### src/core_sfr_map.svh
// Constants of the core special-function register bank: offsets, bit
// positions, reset values and write masks.
// Assumes a processor core that presents decoded data-memory accesses.
// How it works
// - Bank selector low two bits choose indirect bank zero to two.
// - Bank code 00, 01, 10 select banks zero, one, two; 11 undefined.
// - Any reset clears bank, except watchdog wake while powered down.
// - Special function area appears the same in every bank.
// - Direct addressing always reaches bank zero.
// - Two-bank variant keeps only bit 0; upper bits read zero.
// - Three-bank variant reads bits seven to two as zero; resets zero.
// - Writing program-counter low jumps within the current page.
// - Each such jump inserts one dummy instruction cycle.
// - Table read fetches word at pointer pair; high byte kept.
// - Software writes leave watchdog and sleep flags unchanged.
// - Watchdog flag set by time-out, cleared by power-up, clear, halt.
// - Sleep flag set by halt, cleared by power-up or watchdog clear.
// - Carry set on add carry or no subtract borrow; rotate updates.
// - Nibble carry set on low nibble carry or no nibble borrow.
// - Zero flag set when result is zero.
// - Signed-range flag set when carry into and out of MSB differ.
// - Status bits seven and six read zero; system flags reset zero.
// - Status is never saved automatically on call or interrupt.
// - No direct register-to-register move; data passes the working reg.
// - Second pointer uses bank selector; first pointer uses bank zero.
`ifndef CORE_SFR_MAP_SVH
`define CORE_SFR_MAP_SVH

`define ADDR_IND_ZERO 8'h00
`define ADDR_PTR_ZERO 8'h01
`define ADDR_IND_ONE 8'h02
`define ADDR_PTR_ONE 8'h03
`define ADDR_BANK_SEL 8'h04
`define ADDR_WORK_REG 8'h05
`define ADDR_PC_LOW 8'h06
`define ADDR_TBL_LOW 8'h07
`define ADDR_TBL_RES 8'h08
`define ADDR_TBL_HIGH 8'h09
`define ADDR_FLAGS 8'h0A
`define SFR_LIMIT 8'h40

`define FLAG_CARRY 0
`define FLAG_NIBBLE 1
`define FLAG_ZERO 2
`define FLAG_SIGNED 3
`define FLAG_SLEEP 4
`define FLAG_WDOG 5

`define BANK_RESET 2'h0
`define BANK_UNDEF 2'h3
`define FLAGS_RW_MASK 8'h0F

`endif

### src/core_sfr_pkg.sv
// Types shared by the core special-function register bank.
// Assumes the map header is included by users of the constants.
package core_sfr_pkg;
    typedef enum logic [2:0] {
        ALU_NONE,
        ALU_ADD,
        ALU_SUB,
        ALU_LOGIC,
        ALU_ROT
    } alu_op_t;
    typedef enum logic [1:0] {
        PC_RUN,
        PC_DUMMY
    } pc_state_t;
endpackage

### src/core_status_bank_regs.sv
// Core special-function registers: bank selector, status flags,
// program-counter low, table pointers and result, indirect pointers.
// Assumes the core decodes instructions and drives the access strobes.
`timescale 1ns/1ps
`include "core_sfr_map.svh"
module core_status_bank_regs
    import core_sfr_pkg::*;
#(
    parameter int THREE_BANKS = 1
)(
    input wire logic i_clk,
    input wire logic i_reset,
    input wire logic i_wdt_sleep_reset,
    input wire logic i_wr,
    input wire logic i_rd,
    input wire logic i_indirect,
    input wire logic i_ind_one,
    input wire logic [7:0] i_addr,
    input wire logic [7:0] i_wdata,
    input wire alu_op_t i_alu_op,
    input wire logic [7:0] i_alu_a,
    input wire logic [7:0] i_alu_b,
    input wire logic i_alu_cin,
    input wire logic i_rot_carry,
    input wire logic [7:0] i_logic_res,
    input wire logic i_wdt_timeout,
    input wire logic i_wdt_clear,
    input wire logic i_halt,
    input wire logic i_table_read,
    input wire logic [15:0] i_prog_word,
    input wire logic [7:0] i_gp_rdata,
    output logic [7:0] o_rdata,
    output logic [7:0] o_alu_res,
    output logic o_gp_sel,
    output logic o_gp_wr,
    output logic [1:0] o_gp_bank,
    output logic [7:0] o_gp_addr,
    output logic o_pc_load,
    output logic [7:0] o_pc_low,
    output logic o_dummy_cycle,
    output logic [15:0] o_table_addr,
    output logic [7:0] o_table_low,
    output logic [7:0] o_status
);
    localparam logic [1:0] BANK_MASK = (THREE_BANKS != 0) ? 2'h3 : 2'h1;

    logic [1:0] bank_r;
    logic [7:0] flags_r;
    logic [7:0] ptr_zero_r;
    logic [7:0] ptr_one_r;
    logic [7:0] work_r;
    logic [7:0] tbl_low_r;
    logic [7:0] tbl_high_r;
    logic [7:0] tbl_res_r;
    logic [7:0] pc_low_r;
    logic [7:0] table_low_r;
    logic pc_load_r;
    pc_state_t pc_state_r;
    logic [7:0] alu_res;
    logic [3:0] alu_flags;
    logic [3:0] alu_upd;
    logic [7:0] eff_addr;
    logic sfr_hit;
    logic bank_undef;
    logic [1:0] eff_bank;
    logic sfr_wr;

    // ------------------------------------------------------------------
    // Address resolution
    // ------------------------------------------------------------------
    always_comb begin
        eff_addr = i_indirect ? (i_ind_one ? ptr_one_r : ptr_zero_r)
                              : i_addr;
        eff_bank = (i_indirect && i_ind_one) ? bank_r : `BANK_RESET;
        sfr_hit = (eff_addr < `SFR_LIMIT);
        bank_undef = (eff_bank == `BANK_UNDEF);
        sfr_wr = i_wr && sfr_hit;
    end

    assign o_gp_sel = (i_wr || i_rd) && !sfr_hit && !bank_undef;
    assign o_gp_wr = i_wr && !sfr_hit && !bank_undef;
    assign o_gp_bank = eff_bank;
    assign o_gp_addr = eff_addr;

    // ------------------------------------------------------------------
    // Flag calculator
    // ------------------------------------------------------------------
    alu_flag_calc u_flags (
        .i_op(i_alu_op),
        .i_a(i_alu_a),
        .i_b(i_alu_b),
        .i_cin(i_alu_cin),
        .i_rot_carry(i_rot_carry),
        .i_logic_res(i_logic_res),
        .o_res(alu_res),
        .o_flags(alu_flags),
        .o_upd(alu_upd)
    );
    assign o_alu_res = alu_res;

    // ------------------------------------------------------------------
    // Bank selector
    // ------------------------------------------------------------------
    always_ff @(posedge i_clk or posedge i_reset) begin
        if (i_reset) begin
            bank_r <= `BANK_RESET;
        end else if (i_wdt_sleep_reset) begin
            // watchdog sleep reset keeps bank
            // Core is held in reset here, so no write may land either
            bank_r <= bank_r;
        end else if (sfr_wr && eff_addr == `ADDR_BANK_SEL) begin
            bank_r <= i_wdata[1:0] & BANK_MASK;
        end
    end

    // ------------------------------------------------------------------
    // Status flags
    // ------------------------------------------------------------------
    always_ff @(posedge i_clk or posedge i_reset) begin
        if (i_reset) begin
            flags_r <= 8'h00;
        end else begin
            if (sfr_wr && eff_addr == `ADDR_FLAGS) begin
                flags_r[3:0] <= 4'(i_wdata & `FLAGS_RW_MASK);
            end else begin
                for (int i = 0; i < 4; i++) begin
                    if (alu_upd[i]) begin
                        flags_r[i] <= alu_flags[i];
                    end
                end
            end
            if (i_wdt_timeout) begin
                flags_r[`FLAG_WDOG] <= 1'b1;
            end else if (i_wdt_clear || i_halt) begin
                flags_r[`FLAG_WDOG] <= 1'b0;
            end
            if (i_halt) begin
                flags_r[`FLAG_SLEEP] <= 1'b1;
            end else if (i_wdt_clear) begin
                flags_r[`FLAG_SLEEP] <= 1'b0;
            end
            flags_r[7:6] <= 2'b00;
        end
    end
    assign o_status = flags_r;

    // ------------------------------------------------------------------
    // Pointers and working register
    // ------------------------------------------------------------------
    // moves through working reg
    always_ff @(posedge i_clk or posedge i_reset) begin
        if (i_reset) begin
            ptr_zero_r <= 8'h00;
            ptr_one_r <= 8'h00;
            work_r <= 8'h00;
            tbl_low_r <= 8'h00;
            tbl_high_r <= 8'h00;
        end else if (sfr_wr) begin
            unique case (eff_addr)
                `ADDR_PTR_ZERO: ptr_zero_r <= i_wdata;
                `ADDR_PTR_ONE: ptr_one_r <= i_wdata;
                `ADDR_WORK_REG: work_r <= i_wdata;
                `ADDR_TBL_LOW: tbl_low_r <= i_wdata;
                `ADDR_TBL_HIGH: tbl_high_r <= i_wdata;
                default: ;
            endcase
        end
    end

    // ------------------------------------------------------------------
    // Table read
    // ------------------------------------------------------------------
    assign o_table_addr = {tbl_high_r, tbl_low_r};
    always_ff @(posedge i_clk or posedge i_reset) begin
        if (i_reset) begin
            tbl_res_r <= 8'h00;
            table_low_r <= 8'h00;
        end else if (i_table_read) begin
            tbl_res_r <= i_prog_word[15:8];
            table_low_r <= i_prog_word[7:0];
        end
    end
    assign o_table_low = table_low_r;

    // ------------------------------------------------------------------
    // Program counter low
    // ------------------------------------------------------------------
    always_ff @(posedge i_clk or posedge i_reset) begin
        if (i_reset) begin
            pc_low_r <= 8'h00;
            pc_load_r <= 1'b0;
            pc_state_r <= PC_RUN;
        end else begin
            pc_load_r <= 1'b0;
            unique case (pc_state_r)
                PC_RUN: begin
                    if (sfr_wr && eff_addr == `ADDR_PC_LOW) begin
                        pc_low_r <= i_wdata;
                        pc_load_r <= 1'b1;
                        pc_state_r <= PC_DUMMY;
                    end
                end
                PC_DUMMY: begin
                    pc_state_r <= PC_RUN;
                end
            endcase
        end
    end
    assign o_pc_load = pc_load_r;
    assign o_pc_low = pc_low_r;
    assign o_dummy_cycle = (pc_state_r == PC_DUMMY);

    // ------------------------------------------------------------------
    // Read data
    // ------------------------------------------------------------------
    always_comb begin
        o_rdata = 8'h00;
        if (!sfr_hit) begin
            o_rdata = bank_undef ? 8'h00 : i_gp_rdata;
        end else begin
            unique case (eff_addr)
                `ADDR_PTR_ZERO: o_rdata = ptr_zero_r;
                `ADDR_PTR_ONE: o_rdata = ptr_one_r;
                `ADDR_BANK_SEL: o_rdata = {6'h00, bank_r};
                `ADDR_WORK_REG: o_rdata = work_r;
                `ADDR_PC_LOW: o_rdata = pc_low_r;
                `ADDR_TBL_LOW: o_rdata = tbl_low_r;
                `ADDR_TBL_RES: o_rdata = tbl_res_r;
                `ADDR_TBL_HIGH: o_rdata = tbl_high_r;
                `ADDR_FLAGS: o_rdata = {2'b00, flags_r[5:0]};
                default: o_rdata = 8'h00;
            endcase
        end
    end
endmodule

### src/alu_flag_calc.sv
// Arithmetic flag calculator for one ALU operation.
// Assumes operands and carry-in come from the core on the same clock.
`timescale 1ns/1ps
`include "core_sfr_map.svh"
module alu_flag_calc
    import core_sfr_pkg::*;
(
    input wire alu_op_t i_op,
    input wire logic [7:0] i_a,
    input wire logic [7:0] i_b,
    input wire logic i_cin,
    input wire logic i_rot_carry,
    input wire logic [7:0] i_logic_res,
    output logic [7:0] o_res,
    output logic [3:0] o_flags,
    output logic [3:0] o_upd
);
    logic [4:0] lo;
    logic [7:0] lo7;
    logic [8:0] full;
    logic [7:0] bb;
    logic c7;

    always_comb begin
        bb = (i_op == ALU_SUB) ? ~i_b : i_b;
        lo = {1'b0, i_a[3:0]} + {1'b0, bb[3:0]} + {4'h0, i_cin};
        lo7 = {1'b0, i_a[6:0]} + {1'b0, bb[6:0]} + {7'h00, i_cin};
        full = {1'b0, i_a} + {1'b0, bb} + {8'h00, i_cin};
        c7 = lo7[7];
        o_res = i_logic_res;
        o_flags = 4'h0;
        o_upd = 4'h0;
        unique case (i_op)
            ALU_ADD, ALU_SUB: begin
                o_res = full[7:0];
                o_flags[`FLAG_CARRY] = full[8];
                o_flags[`FLAG_NIBBLE] = lo[4];
                o_flags[`FLAG_ZERO] = (full[7:0] == 8'h00);
                o_flags[`FLAG_SIGNED] = c7 ^ full[8];
                o_upd = 4'hF;
            end
            ALU_LOGIC: begin
                o_flags[`FLAG_ZERO] = (i_logic_res == 8'h00);
                o_upd[`FLAG_ZERO] = 1'b1;
            end
            ALU_ROT: begin
                o_flags[`FLAG_CARRY] = i_rot_carry;
                o_upd[`FLAG_CARRY] = 1'b1;
            end
            ALU_NONE: begin
                o_upd = 4'h0;
            end
        endcase
    end
endmodule

### config.mk
export PLATFORM = sky130hd
export DESIGN_NAME = core_status_bank_regs
export DESIGN_NICKNAME = d
export VERILOG_FILES = /design/src/core_sfr_pkg.sv /design/src/core_status_bank_regs.sv /design/src/alu_flag_calc.sv
export VERILOG_INCLUDE_DIRS = /design/src
export SDC_FILE = /design/constraint.sdc
export NUM_CORES = 1
export LEC_CHECK = 0
export ABC_AREA = 1
export BUFFER_PORTS_ARGS = -buffer_cell sky130_fd_sc_hd__buf_2
export CAP_MARGIN = 20
export CORE_ASPECT_RATIO = 1.75
export CORE_MARGIN = 2
export CORE_UTILIZATION = 51
export DETAILED_ROUTE_END_ITERATION = 12
export GPL_ROUTABILITY_DRIVEN = 0
export GPL_TIMING_DRIVEN = 0
export HOLD_SLACK_MARGIN = 0.1
export PLACE_DENSITY = 0.83
export SLEW_MARGIN = 0
export SYNTH_ARGS = -nofsm -noshare
export SYNTH_HDL_FRONTEND = slang
export SYNTH_SLANG_ARGS = --single-unit
export TNS_END_PERCENT = 1
### constraint.sdc
create_clock -name i_clk -period 2.7 [get_ports i_clk]
set_clock_uncertainty 0.15 [all_clocks]
set_input_delay 0.135 -clock i_clk [delete_from_list [all_inputs] [get_ports i_clk]]
set_output_delay 0.135 -clock i_clk [all_outputs]
set_load 0.02 [all_outputs]
Word-level counts from Yosys, hierarchy flattened
Index checks and enable logic that the tools add are counted.

cells by class
  $add $sub $neg = 6
  reduce and logical (&&, ||, !) cells = 31
  magnitude comparators = 1
  eq/ne operators = 16
  bitwise operators = 3
  muxes and demuxes = 28

operators by type and width
  kind                                                 count
  case mux 8 bit (9 select lines)                      1
  two-way mux 8 bit                                    6
  equality test 8 x 3 -> 1 bit, second input constant  4
  equality test 8 x 4 -> 1 bit, second input constant  3
  logical NOT 8 bit                                    2
  two-way mux 1 bit                                    15
  AND reduction 2 bit                                  7
  nonzero test 2 bit                                   5
  adder 8 x 8 -> 9 bit                                 1
  adder 9 x 1 -> 9 bit                                 1
  logical AND 1 bit                                    9
  adder 7 x 7 -> 8 bit                                 1
  adder 8 x 1 -> 8 bit                                 1
  equality test 8 x 1 -> 1 bit, second input constant  1
  equality test 8 x 2 -> 1 bit, second input constant  1
  < comparator 8 x 7 -> 1 bit, second input constant   1
  inverter 8 bit                                       1
  equality test 3 x 2 -> 1 bit, second input constant  2
  OR reduction 3 bit                                   2
  adder 4 x 4 -> 5 bit                                 1
  adder 5 x 1 -> 5 bit                                 1
  two-way mux 2 bit                                    2
  two-way mux 4 bit                                    1
  case mux 1 bit (2 select lines)                      2
  other kinds (12)                                     14

storage, ports and cells
  word-level logic and storage cells = 101
  bits in registers = 75
  input bits = 80
  output and inout port bits = 70

Depth between registers and ports, before layout
Gate-level depths: netlist (run 1).

  word-level depth = 8
  gate-level depth with buffers = 19

By module
A second synthesis (run 1) with hierarchy kept.

second synthesis, totals
  cells, all modules = 607
  area total of the unflattened synthesis = 4,554.4 µm²

modules (own cells, without submodules)
  module                 cells an instance  area each (µm²)  times used
  core_status_bank_regs  483                3,839.9          1
  alu_flag_calc          124                714.4            1

Worst setup path before layout (run 1)
No wires, ideal clock.

  path type = in2out
  start = input i_alu_op[2]
  end = output o_alu_res[6]
  required time = 2.415 ns
  arrival = 2.383 ns
  slack = 0.032 ns
  cell stages on the path = 16
  path buffers = 1
  cells stage by stage = inv_1 nand3b_1 clkbuf_1 xor2_1 fa_1 inv_1 fa_1 nand2_1 nand3_1 nand2_1 inv_1 nand2_1 nand2_1 nand2_1 nand2_1 o21ai_0

between the ends
  word-level cells in the longest chain between the ends = 5
  elaborated cells on any way between the ends = 7

RTL lines
  what                          line                                      text
  start: declaration            core_status_bank_regs.sv:20               input wire alu_op_t i_alu_op,
  equality test 3 x 2 -> 1 bit  alu_flag_calc.sv:25, alu_flag_calc.sv:33
  two-way mux 8 bit             alu_flag_calc.sv:25                       bb = (i_op == ALU_SUB) ? ~i_b : i_b;
  adder 8 x 8 -> 9 bit          alu_flag_calc.sv:28                       full = {1'b0, i_a} + {1'b0, bb} + {8'h00, i_cin};
  adder 9 x 1 -> 9 bit          alu_flag_calc.sv:28
  two-way mux 8 bit *           alu_flag_calc.sv:33                       unique case (i_op)
  end: declaration              core_status_bank_regs.sv:33               output logic [7:0] o_alu_res,

Mark *: on every way between the ends. The rest lies on a longest branch, timed or not.

Final worst setup path (run 1)
  start = input i_alu_op[0]
  end = output o_alu_res[6]

Same word-level chain as after synthesis.

==> Flow_metrics.wiki, run 1 <==
{| class="wikitable"
! Metric !! Value
|-
| Result of the run || finished, final reports clean
|-
| Commonest register cell after synthesis || sky130_fd_sc_hd__dfrtp_1
|-
| Maximum number of buffers from clock root to sink || 2
|-
| Number of sinks driven by the clock tree || 74
|-
| Post-synthesis instance total || 611
|-
| Worst Reg2Reg Path Length in Cells || 10
|-
| Antenna violations before repair || 0
|-
| Static leakage || 3.26 nW
|-
| Largest area contributor in the synthesized netlist || sky130_fd_sc_hd__dfrtp_1
|-
| # placed instances || 875
|-
| Iteration-0 DRC Markers || 561
|-
| Register-to-register path setup slack || 0.41 ns
|-
| Biggest fanout along the worst timing path || 4
|-
| Kind of path behind the tightest hold check || in -> reg
|-
| Setup violators final || 0
|-
| Mux share of post-synthesis cell area || 0.0319
|-
| Post-Syn Area || 4580 sq um
|-
| Worst Path Required || 2.41 ns
|-
| Main combinational cell family by area after synthesis || simple AND/OR/NAND/NOR gates
|-
| Total CTS buffers || 9
|-
| XOR/XNOR share of the synthesized area || 0.0191
|-
| RSZ-0062 raised after global routing || true
|-
| Highest clock rate || 374 MHz
|-
| Library cell with the highest instance count after synthesis || sky130_fd_sc_hd__nand2_1
|-
| Number of distinct library cells after synthesis || 45
|-
| Post-detailed-route DRC marker count || 0
|-
| Fraction of final layout cells sized beyond drive strength 1 || 0.268
|-
| Area share of the largest cell type after synthesis || 0.404
|-
| Number of global-route vias before repair || 4982
|-
| Post-synthesis adder-cell area fraction || 0.0306
|-
| Post-Route Utilization || 0.701
|-
| First-pass GRT wire length || 24.0 mm
|-
| Critical path endpoint category || primary output
|-
| Fraction of registers with async set/reset || 1.00
|-
| HP Start || i_alu_op[0]
|-
| Clock slew at reported path FFs || 0.05 ns
|-
| Max H-tree Level || 3
|-
| Routed Wire Length || 15.4 mm
|-
| Chip Height || 129 um
|-
| Final Hold Slack || 0.111 ns
|-
| Fin crit share || 0.991
|-
| Layout Cells excl Fill || 923
|-
| Total half-perimeter wirelength after legalization and detailed placement || 11.3 mm
|-
| Port-buffer cells || 146
|-
| Share of the synthesized area in compound gates (AO/OA/AOI/OAI) || 0.0915
|-
| Number of max-cap violations || 0
|-
| Width of the chip || 75.7 um
|-
| Arrival time of the worst setup path || 2.39 ns
|-
| Maximum VDD drop || 375 uV
|-
| Detail-routed net length per standard cell || 16.7 um
|-
| Number of nets in the finished design || 891
|-
| Area share of and/or/nand/nor cells after synthesis || 0.339
|-
| Maximum number of pins on one net before global-route repair || 75
|-
| Per-cell via count in the routed design || 5.60
|-
| Post-synthesis sequential area ratio || 0.404
|-
| Sum of negative setup slack || 0 ns
|-
| I/O pin total || 150
|-
| Avg Inst Size Synth || 7.50 sq um
|-
| Number of synthesized flops with an enable pin || 0
|-
| Number of rows created at floorplan || 45
|-
| Pwr per Cell Area || 532 nW/um^2
|-
| Initial core utilization || 0.525
|-
| Hold EP || o_status[0]$_DFFE_PP0P_
|-
| Overall Global Routing Usage || 0.328
|-
| Number of pins with negative max-slew slack in the final report || 0
|-
| Area growth from synthesis to final layout || 33.5%
|-
| Slew at the pin closest to its max-slew limit || 0.889 ns
|-
| Reg-to-reg startpoint || ptr_one_r[3]$_DFFE_PP0P_
|-
| Minimum clock period after layout || 2.68 ns
|-
| Number of cells on the worst hold path || 5
|-
| Number of flip-flops and latches in the synthesized netlist || 74
|-
| TritonCTS clock tree || done
|-
| YS warnings || 0
|-
| Pre-antenna DRT Iters || 7
|-
| Relative max-transition margin || 0.407
|-
| Synth area leaders || sky130_fd_sc_hd__dfrtp_1, sky130_fd_sc_hd__nand2_1, sky130_fd_sc_hd__nand3_1
|-
| DR vias || 5166
|-
| Antenna diode count || 0
|-
| Leading cell types by count after synthesis || sky130_fd_sc_hd__nand2_1, sky130_fd_sc_hd__nand3_1, sky130_fd_sc_hd__dfrtp_1
|-
| Critical path startpoint category || primary input
|-
| Post-route antenna net violation count || 0
|-
| CTS Root Buffer Type || sky130_fd_sc_hd__clkbuf_16
|-
| Clock network latency to the later pin of the worst-skew pair || 0.34 ns
|-
| Final hold vios || 0
|-
| Critical setup path kind || in -> out
|-
| Congestion Overflow GR || 0
|-
| Terminus of the critical flop-to-flop path || o_pc_low[0]$_DFFE_PP0P_
|-
| Area of the core || 8730 sq um
|-
| Die footprint || 9790 sq um
|}
-- state kept, by name (all words and copies together) (netlist names) --
signal       flops
o_pc_load        1
ptr_one_r        8
tbl_low_r        8
tbl_res_r        8
work_r           8
tbl_high_r       8
ptr_zero_r       8
pc_state_r       1
o_status         6
bank_r           2
o_table_low      8
o_pc_low         8
-- critical path: stages --
cell                       delay [ns]
sky130_fd_sc_hd__buf_2           0.12
sky130_fd_sc_hd__nand3b_1        0.24
sky130_fd_sc_hd__xor2_1          0.20
sky130_fd_sc_hd__fa_1            0.37
sky130_fd_sc_hd__inv_1           0.13
sky130_fd_sc_hd__fa_1            0.26
sky130_fd_sc_hd__nand2_1         0.08
sky130_fd_sc_hd__nand3_1         0.09
sky130_fd_sc_hd__nand2_1         0.11
sky130_fd_sc_hd__inv_1           0.08
sky130_fd_sc_hd__nand2_1         0.07
sky130_fd_sc_hd__nand3b_1        0.08
sky130_fd_sc_hd__nand2_1         0.10
sky130_fd_sc_hd__o21ai_0         0.15
sky130_fd_sc_hd__buf_2           0.18
-- metal layers --
layer / vias up / global-route usage / routed length (um) / part of all wire
met5: - / 0 / 0 / 0
met1: 2341 / 0.363 / 5280 / 0.34
met2: 349 / 0.587 / 8190 / 0.53
li1: 2380 / - / - / -
met4: 0 / 0.169 / 901 / 0.058
met3: 96 / 0.0467 / 1080 / 0.070
-- where the power goes --
group	leakage [nW]	internal [W]	switching [W]
logic	2.16	0.000278	0.000463
registers	0.943	0.00119	0.0000687
clock network	0.153	0.000807	0.000454
-- through the flow --
| step | worst slack [ns] | power [W] | area [sq um] |
|---|---|---|---|
| after floorplan | 0.0319 | 0.00170 | 4590 |
| after global placement | -0.204 | 0.00193 | 5460 |
| after detailed placement | -0.265 | 0.00195 | 5470 |
| after CTS | 0.0436 | 0.00324 | 6100 |
| after global routing | -0.167 | 0.00338 | 6120 |
| final | 0.0247 | 0.00326 | 6120 |
-- layout by cell type (no fill, tap or decap), types with 3 or more instances in the layout --
master / instances
sky130_fd_sc_hd__or2_0: 3
sky130_fd_sc_hd__xnor2_1: 7
sky130_fd_sc_hd__buf_2: 153
sky130_fd_sc_hd__nor2_2: 4
sky130_fd_sc_hd__nand2_2: 3
sky130_fd_sc_hd__o21ai_0: 53
sky130_fd_sc_hd__nor2_1: 37
sky130_fd_sc_hd__nor2_4: 4
sky130_fd_sc_hd__nand4_1: 19
sky130_fd_sc_hd__inv_1: 62
sky130_fd_sc_hd__or2_1: 3
sky130_fd_sc_hd__nand3_1: 77
sky130_fd_sc_hd__dfrtp_1: 74
sky130_fd_sc_hd__mux2_2: 13
sky130_fd_sc_hd__nand3b_1: 3
sky130_fd_sc_hd__buf_4: 6
sky130_fd_sc_hd__inv_2: 3
sky130_fd_sc_hd__clkbuf_16: 9
sky130_fd_sc_hd__xor2_1: 3
sky130_fd_sc_hd__clkbuf_1: 5
sky130_fd_sc_hd__buf_6: 3
sky130_fd_sc_hd__ha_1: 8
sky130_fd_sc_hd__a21oi_1: 3
sky130_fd_sc_hd__dlygate4sd3_1: 32
sky130_fd_sc_hd__nand2_1: 168
sky130_fd_sc_hd__o21ai_1: 13
-- worst max-delay path by stage --
stage / from / endpoint / slack [ns] / depth (start not counted)
after floorplan: i_alu_op[2] / o_alu_res[6] / 0.03 / 16
after global placement: i_alu_op[0] / o_alu_res[6] / -0.20 / 17
after detailed placement: i_alu_op[0] / o_alu_res[6] / -0.26 / 17
after CTS: i_alu_op[0] / o_alu_res[6] / 0.04 / 15
after global routing: i_alu_op[0] / o_alu_res[6] / -0.17 / 16
final: i_alu_op[0] / o_alu_res[6] / 0.02 / 15
-- final cells by class --
type / count / area, sq um
Clock inverter: 5 / 78.8
Multi-Input combinational cell: 449 / 2360
Fill cell: 661 / 2610
Sequential cell: 74 / 1850
Inverter: 68 / 258
Clock buffer: 11 / 233
Tap cell: 117 / 146
Timing Repair Buffer: 179 / 1060
Buffer: 20 / 133
-- logic make-up (layout without fill, tap and decap cells) --
| family | after synthesis | in the layout |
|---|---|---|
| DFF | 74 | 74 |
| other | 1 | 2 |
| adders and majority gates | 10 | 10 |
| xor gates and xnor gates | 10 | 10 |
| muxes | 13 | 13 |
| and+or+nand+nor | 335 | 335 |
| AOI/OAI and AO/OA | 79 | 79 |
| buffers and inverters | 89 | 283 |
-- timing repair --
action                                  in CTS  in global routing
gates resized for setup                      0                  9
endpoints found under the setup margin       1                 13
setup buffers                                1                  0
hold endpoints to repair                   143                  0
hold buffers                                32                  0
Note: power is estimated with default switching activity, not from simulation.
==> run 2, diff against run 1 <==
--- a/config.mk
+++ b/config.mk
@@ -14,2 +14,3 @@
 export CORE_UTILIZATION = 51
+export CTS_CLUSTER_SIZE = 25
 export DETAILED_ROUTE_END_ITERATION = 12
==> constraint.sdc (replaced) <==
create_clock -name i_clk -period 2.6 [get_ports i_clk]
set_clock_uncertainty 0.15 [all_clocks]
set_input_delay 0 -clock i_clk [delete_from_list [all_inputs] [get_ports i_clk]]
set_output_delay 0 -clock i_clk [all_outputs]
set_load 0.02 [all_outputs]
==> run 2 against run 1 <==
  * Routed wire length is 5.3% higher
  * Via count is 4.2% higher
  * Flip-flop and latch count stayed put
  * Non-clock buffer count is 17 higher
  * Highest routed layer unchanged
==> Flow_metrics.wiki, run 2 (same netlist as run 1, synthesis figures left out) <==
{| class="wikitable"
! Metric !! Value
|-
| Relative max-transition margin || 0.402 (-0.00551)
|-
| Number of buffers and inverters on the critical path || 3 (-1)
|-
| Pwr per Cell Area || 548 nW/um^2 (+2.9%)
|-
| Register-to-register path setup slack || 0.29 ns (-0.12 ns)
|-
| Crit path max-delay family || simple AND/OR/NAND/NOR gates
|-
| Congestion Overflow GR || 0 (unchanged)
|-
| Worst Reg2Reg Path Length in Cells || 10 (unchanged)
|-
| Number of pins with negative max-slew slack in the final report || 0 (unchanged)
|-
| Final total power || 0.00344 W (+5.7%)
|-
| Critical path endpoint category || primary output
|-
| Post-route antenna net violation count || 0 (unchanged)
|-
| Total CTS buffers || 9 (unchanged)
|-
| Clock network latency to the later pin of the worst-skew pair || 0.35 ns (about the same)
|-
| Cell repeated most along the worst path || sky130_fd_sc_hd__nand3_1
|-
| Routed Wire Length || 16.3 mm (+5.3%)
|-
| Reg-to-reg startpoint || ptr_one_r[0]$_DFFE_PP0P_
|-
| Area growth from synthesis to final layout || 37.1%
|-
| Fraction of final layout cells sized beyond drive strength 1 || 0.262 (-0.00554)
|-
| Critical setup path kind || reg -> out
|-
| Maximum number of buffers from clock root to sink || 2 (unchanged)
|-
| RSZ-0062 raised after global routing || true
|-
| Worst Path Required || 2.45 ns (+0.04 ns)
|-
| Minimum clock period after layout || 2.54 ns
|-
| Cell chain of the critical path || nand2_1 -> nand3_1 -> nand2_1 -> nand2_4 -> nor2_8 -> buf_4 -> clkbuf_4 -> nand3_1 -> o21ai_0 -> nor2_1 -> nand3_1 -> buf_2
|-
| Detail-routed net length per standard cell || 17.3 um (+3.4%)
|-
| Max H-tree Level || 3 (unchanged)
|-
| Maximum number of pins on one net before global-route repair || 75 (unchanged)
|-
| DR vias || 5383 (+4.2%)
|-
| Slew at the pin closest to its max-slew limit || 0.898 ns (+0.00827 ns)
|-
| Result of the run || finished, final reports clean
|-
| Per-cell via count in the routed design || 5.73 (+2.3%)
|-
| Fin crit share || 0.978
|-
| Critical path startpoint category || flop
|-
| Number of cells on the worst hold path || 6 (+1)
|-
| Total half-perimeter wirelength after legalization and detailed placement || 11.3 mm (unchanged)
|-
| Highest clock rate || 393 MHz
|-
| Layout Cells excl Fill || 940 (+1.8%)
|-
| Chip Height || 129 um (unchanged)
|-
| Maximum VDD drop || 447 uV (+19%)
|-
| Setup violators final || 0 (unchanged)
|-
| I/O pin total || 150 (unchanged)
|-
| Antenna violations before repair || 0 (unchanged)
|-
| CTS Root Buffer Type || sky130_fd_sc_hd__clkbuf_16
|-
| Initial core utilization || 0.525 (unchanged)
|-
| Number of nets in the finished design || 908 (+1.9%)
|-
| Worst setup path start || ptr_zero_r[6]$_DFFE_PP0P_
|-
| Number of sinks driven by the clock tree || 74 (unchanged)
|-
| Iteration-0 DRC Markers || 640 (+14%)
|-
| Terminus of the critical flop-to-flop path || tbl_high_r[1]$_DFFE_PP0P_
|-
| Die footprint || 9790 sq um (unchanged)
|-
| Static leakage || 3.34 nW (+2.4%)
|-
| Overall Global Routing Usage || 0.344 (+0.0163)
|-
| Antenna diode count || 0 (unchanged)
|-
| First-pass GRT wire length || 25.2 mm (+5.0%)
|-
| Number of global-route vias before repair || 5255 (+5.5%)
|-
| Commonest non-fill, non-tap cells in the layout || sky130_fd_sc_hd__nand2_1, sky130_fd_sc_hd__buf_2, sky130_fd_sc_hd__nand3_1
|-
| Largest incremental delay on the critical path || 0.43 ns (+0.06 ns)
|-
| Width of the chip || 75.7 um (unchanged)
|-
| TritonCTS clock tree || done
|-
| Port-buffer cells || 146 (unchanged)
|-
| Area of the core || 8730 sq um (unchanged)
|-
| Clock slew at reported path FFs || 0.06 ns (about the same)
|-
| Post-Route Utilization || 0.720 (+0.0191)
|-
| # placed instances || 875 (unchanged)
|-
| Number of rows created at floorplan || 45 (unchanged)
|-
| Post-detailed-route DRC marker count || 0 (unchanged)
|-
| Pre-antenna DRT Iters || 9 (+2)
|-
| Final hold vios || 0 (unchanged)
|-
| Kind of path behind the tightest hold check || in -> reg
|-
| Slowest cell on crit path || sky130_fd_sc_hd__dfrtp_1
|-
| Worst Setup EP || o_rdata[6]
|-
| Biggest fanout along the worst timing path || 10 (+6)
|-
| Number of max-cap violations || 0 (unchanged)
|-
| Arrival time of the worst setup path || 2.39 ns (about the same)
|-
| WP depth || 12 (-3)
|-
| Commonest non-fill, non-tap cell in the layout || sky130_fd_sc_hd__nand2_1
|}
[run 2: cell count changes in the layout (fill, tap and decap cells not counted), sizes merged]
cell / before / now
buf: 162 / 161
dlygate4sd3: 32 / 49
clkbuf: 16 / 17
[run 2: worst min-delay path by stage]
| stage | startpoint | to |
|---|---|---|
| after floorplan | i_wdt_timeout | o_status[5]$_DFFE_PP0P_ |
| after global placement | i_wdt_timeout | o_status[5]$_DFFE_PP0P_ |
| after detailed placement | i_wdt_timeout | o_status[5]$_DFFE_PP0P_ |
| after CTS | i_alu_op[1] | o_status[3]$_DFFE_PP0P_ |
| after global routing | i_alu_op[1] | o_status[3]$_DFFE_PP0P_ |
| final | i_alu_op[1] | o_status[3]$_DFFE_PP0P_ |
[run 2: layer usage]
metal	wire length, um	vias to the layer above	GRT usage
met5	0	-	0
met4	1240	0	0.219
met3	1260	127	0.0583
met2	8440	398	0.606
met1	5320	2445	0.365
li1	-	2413	-
[run 2: power breakdown]
group / total, W / switching, W / internal (W)
registers: 0.00131 / 0.0000748 / 0.00123
clock network: 0.00133 / 0.000488 / 0.000839
logic: 0.000810 / 0.000497 / 0.000313
[run 2: layout make-up]
class                           instances  area (sq um)
Tap cell                              117           146
Buffer                                 20           129
Clock buffer                           11           233
Inverter                               68           258
Fill cell                             622          2440
Clock inverter                          5          78.8
Timing Repair Buffer                  196          1230
Sequential cell                        74          1850
Multi-Input combinational cell        449          2360
[run 2: timing repair]
| item | CTS | global route |
|---|---|---|
| setup endpoints to repair | 1 | 10 |
| endpoints found under the hold margin | 147 | 0 |
| hold buffers | 49 | 0 |
| gates resized for setup | 0 | 5 |
| buffers inserted | 1 | 0 |
[run 2: tightest hold or removal path, delay by kind of cell]
family / cells / cell delay [ns]
buffers and inverters: 2 / 0.18
AND/OR/NAND/NOR: 4 / 0.33
[run 2: metrics by stage]
step | cell area (sq um) | hold WS (ns) | worst slack, ns | setup TNS (ns)
after global placement | 5460 | 0.0285 | -0.129 | -9.27
after detailed placement | 5470 | 0.0300 | -0.192 | -0.575
final | 6280 | 0.0673 | 0.0581 | 0
after global routing | 6280 | 0.151 | -0.00791 | -0.00791
after floorplan | 4590 | -0.0577 | 0.202 | 0
after CTS | 6270 | 0.116 | 0.105 | 0
==> run 3, diff against run 2 <==
Settings changed: SETUP_SLACK_MARGIN set to 0.3.
==> run 3 against run 2 <==
  * Flip-flop and latch count stayed put
  * Critical path type is now in -> out
  * Utilization increased by 2.6 points
  * Cell area up 3.5%
  * Sequential power about the same
==> Flow_metrics.wiki, run 3 (same netlist as run 1, synthesis figures left out) <==
{| class="wikitable"
! Metric !! Value
|-
| Number of nets in the finished design || 917 (+0.99%)
|-
| Post-detailed-route DRC marker count || 0 (unchanged)
|-
| Worst Reg2Reg Path Length in Cells || 9 (-1)
|-
| Minimum clock period after layout || 2.42 ns (-0.119 ns)
|-
| Number of pins with negative max-slew slack in the final report || 0 (unchanged)
|-
| Die footprint || 9790 sq um (unchanged)
|-
| Per-cell via count in the routed design || 5.89 (+2.9%)
|-
| Fin crit share || 0.932 (-0.0456)
|-
| Register-to-register path setup slack || 0.32 ns (+0.03 ns)
|-
| First-pass GRT wire length || 26.1 mm (+3.8%)
|-
| Area of the core || 8730 sq um (unchanged)
|-
| Number of sinks driven by the clock tree || 74 (unchanged)
|-
| Max H-tree Level || 3 (unchanged)
|-
| TritonCTS clock tree || done
|-
| Pwr per Cell Area || 558 nW/um^2 (+1.9%)
|-
| Initial core utilization || 0.525 (unchanged)
|-
| HP Start || i_addr[7]
|-
| Fraction of final layout cells sized beyond drive strength 1 || 0.294 (+0.0320)
|-
| Highest clock rate || 413 MHz (+4.9%)
|-
| # placed instances || 875 (unchanged)
|-
| Clock network latency to the later pin of the worst-skew pair || 0.34 ns (about the same)
|-
| Total CTS buffers || 9 (unchanged)
|-
| Commonest non-fill, non-tap cells in the layout || sky130_fd_sc_hd__nand2_1, sky130_fd_sc_hd__buf_2, sky130_fd_sc_hd__nand3_1
|-
| Chip Height || 129 um (unchanged)
|-
| Placement-stage cell area || 5470 sq um (unchanged)
|-
| Maximum number of buffers from clock root to sink || 2 (unchanged)
|-
| RSZ-0062 raised after global routing || true
|-
| Critical path startpoint category || primary input
|-
| Reg-to-reg startpoint || ptr_zero_r[0]$_DFFE_PP0P_
|-
| Number of cells on the worst hold path || 7 (+1)
|-
| DR vias || 5599 (+4.0%)
|-
| Routed Wire Length || 17.5 mm (+7.7%)
|-
| Layout Cells excl Fill || 950 (+1.1%)
|-
| Number of max-cap violations || 0 (unchanged)
|-
| Critical path endpoint category || primary output
|-
| Sum of negative setup slack || 0 ns (unchanged)
|-
| Number of filler instances in the final layout || 587 (-5.6%)
|-
| Biggest fanout along the worst timing path || 6 (-4)
|-
| Maximum VDD drop || 384 uV (-14%)
|-
| Arrival time of the worst setup path || 2.27 ns (-0.12 ns)
|-
| Post-Route Utilization || 0.746 (+0.0255)
|-
| Iteration-0 DRC Markers || 652 (+1.9%)
|-
| Overall Global Routing Usage || 0.357 (+0.0123)
|-
| Clock slew at reported path FFs || 0.06 ns (about the same)
|-
| Pre-antenna DRT Iters || 6 (-3)
|-
| Post-route antenna net violation count || 0 (unchanged)
|-
| Final hold vios || 0 (unchanged)
|-
| Commonest non-fill, non-tap cell in the layout || sky130_fd_sc_hd__nand2_1
|-
| Fin area || 6510 sq um (+3.5%)
|-
| Antenna violations before repair || 0 (unchanged)
|-
| I/O pin total || 150 (unchanged)
|-
| Maximum number of pins on one net before global-route repair || 75 (unchanged)
|-
| Total half-perimeter wirelength after legalization and detailed placement || 11.4 mm (+0.81%)
|-
| Number of rows created at floorplan || 45 (unchanged)
|-
| Result of the run || finished, final reports clean
|-
| Number of global-route vias before repair || 5446 (+3.6%)
|-
| Port-buffer cells || 146 (unchanged)
|-
| Slew at the pin closest to its max-slew limit || 0.910 ns (+0.0127 ns)
|-
| Width of the chip || 75.7 um (unchanged)
|-
| Congestion Overflow GR || 0 (unchanged)
|-
| Setup violators final || 0 (unchanged)
|-
| Static leakage || 3.42 nW (+2.5%)
|-
| Kind of path behind the tightest hold check || in -> reg
|-
| Worst Path Required || 2.45 ns (about the same)
|-
| Final Hold Slack || 0.162 ns (+0.0950 ns)
|-
| CTS Root Buffer Type || sky130_fd_sc_hd__clkbuf_16
|-
| Relative max-transition margin || 0.393 (-0.00843)
|-
| Critical setup path kind || in -> out
|-
| Worst setup path start || i_alu_op[0]
|-
| Detail-routed net length per standard cell || 18.4 um (+6.6%)
|-
| Area growth from synthesis to final layout || 42.0%
|}
-- run 3: cell count changes in the layout (fill, tap and decap cells not counted), moves of 4 or more --
cell	before	now
sky130_fd_sc_hd__buf_4	6	18
sky130_fd_sc_hd__nand2_2	3	10
sky130_fd_sc_hd__buf_2	153	148
sky130_fd_sc_hd__nand2_1	168	161
sky130_fd_sc_hd__buf_6	2	6
-- run 3: final cells by class --
| cell class | count | area (sq um) | area share |
|---|---|---|---|
| Tap cell | 117 | 146 | 0.0225 |
| Multi-Input combinational cell | 449 | 2430 | 0.374 |
| Buffer | 21 | 154 | 0.0236 |
| Clock buffer | 12 | 246 | 0.0379 |
| Inverter | 68 | 263 | 0.0404 |
| Clock inverter | 4 | 98.8 | 0.0152 |
| Timing Repair Buffer | 204 | 1310 | 0.202 |
| Sequential cell | 74 | 1850 | 0.285 |
| Antenna cell | 1 | 2.50 | 0.000385 |
-- run 3: what timing repair did --
item                                    CTS  global route
resized for setup                        17            28
hold endpoints to repair                147             0
endpoints found under the setup margin   14            27
pin swaps                                 1             9
hold buffers                             48             0
buffers inserted                          1             9
-- run 3: through the flow --
stage / power, W / setup WS, ns
6_report: 0.00363 / 0.177
5_1_grt: 0.00374 / 0.0440
4_1_cts: 0.00353 / 0.271
3_5_place_dp: 0.00203 / -0.169
3_3_place_gp: 0.00200 / -0.122
2_1_floorplan: 0.00176 / 0.354
-- run 3: worst max-delay path, cell delays in order --
cell and delay (ns):
sky130_fd_sc_hd__buf_8 0.10, sky130_fd_sc_hd__nand3b_1 0.20, sky130_fd_sc_hd__buf_8 0.18, sky130_fd_sc_hd__xor2_4 0.17
sky130_fd_sc_hd__fa_2 0.24, sky130_fd_sc_hd__inv_4 0.04, sky130_fd_sc_hd__fa_2 0.41, sky130_fd_sc_hd__nand2_2 0.08
sky130_fd_sc_hd__nand3_2 0.07, sky130_fd_sc_hd__nand2_2 0.11, sky130_fd_sc_hd__inv_2 0.05, sky130_fd_sc_hd__nand2_2 0.06
sky130_fd_sc_hd__nand2_1 0.07, sky130_fd_sc_hd__nand2_1 0.10, sky130_fd_sc_hd__nand2_2 0.08, sky130_fd_sc_hd__o21ai_2 0.16
sky130_fd_sc_hd__buf_6 0.14
-- run 3: worst paths after layout --
kind                                               to
min reg2reg                     work_r[3]$_DFFE_PP0P_
max in group asynchronous     o_status[5]$_DFFE_PP0P_
min in group asynchronous  o_table_low[7]$_DFFE_PP0P_
max                                      o_alu_res[6]
min                         pc_state_r[0]$_DFFE_PP0P_
max reg2reg                  tbl_low_r[0]$_DFFE_PP0P_
-- run 3: routing by layer --
metal,part of all wire,vias up,GRT usage
met5,0,-,0
met4,0.085,0,0.261
met3,0.091,146,0.0793
met2,0.51,492,0.599
met1,0.32,2524,0.376
li1,-,2437,-
-- run 3: report_power, final --
group | total (W) | switching (W) | internal, W
clock | 0.00145 | 0.000482 | 0.000966
combinational | 0.000879 | 0.000536 | 0.000343
sequential | 0.00130 | 0.0000728 | 0.00123
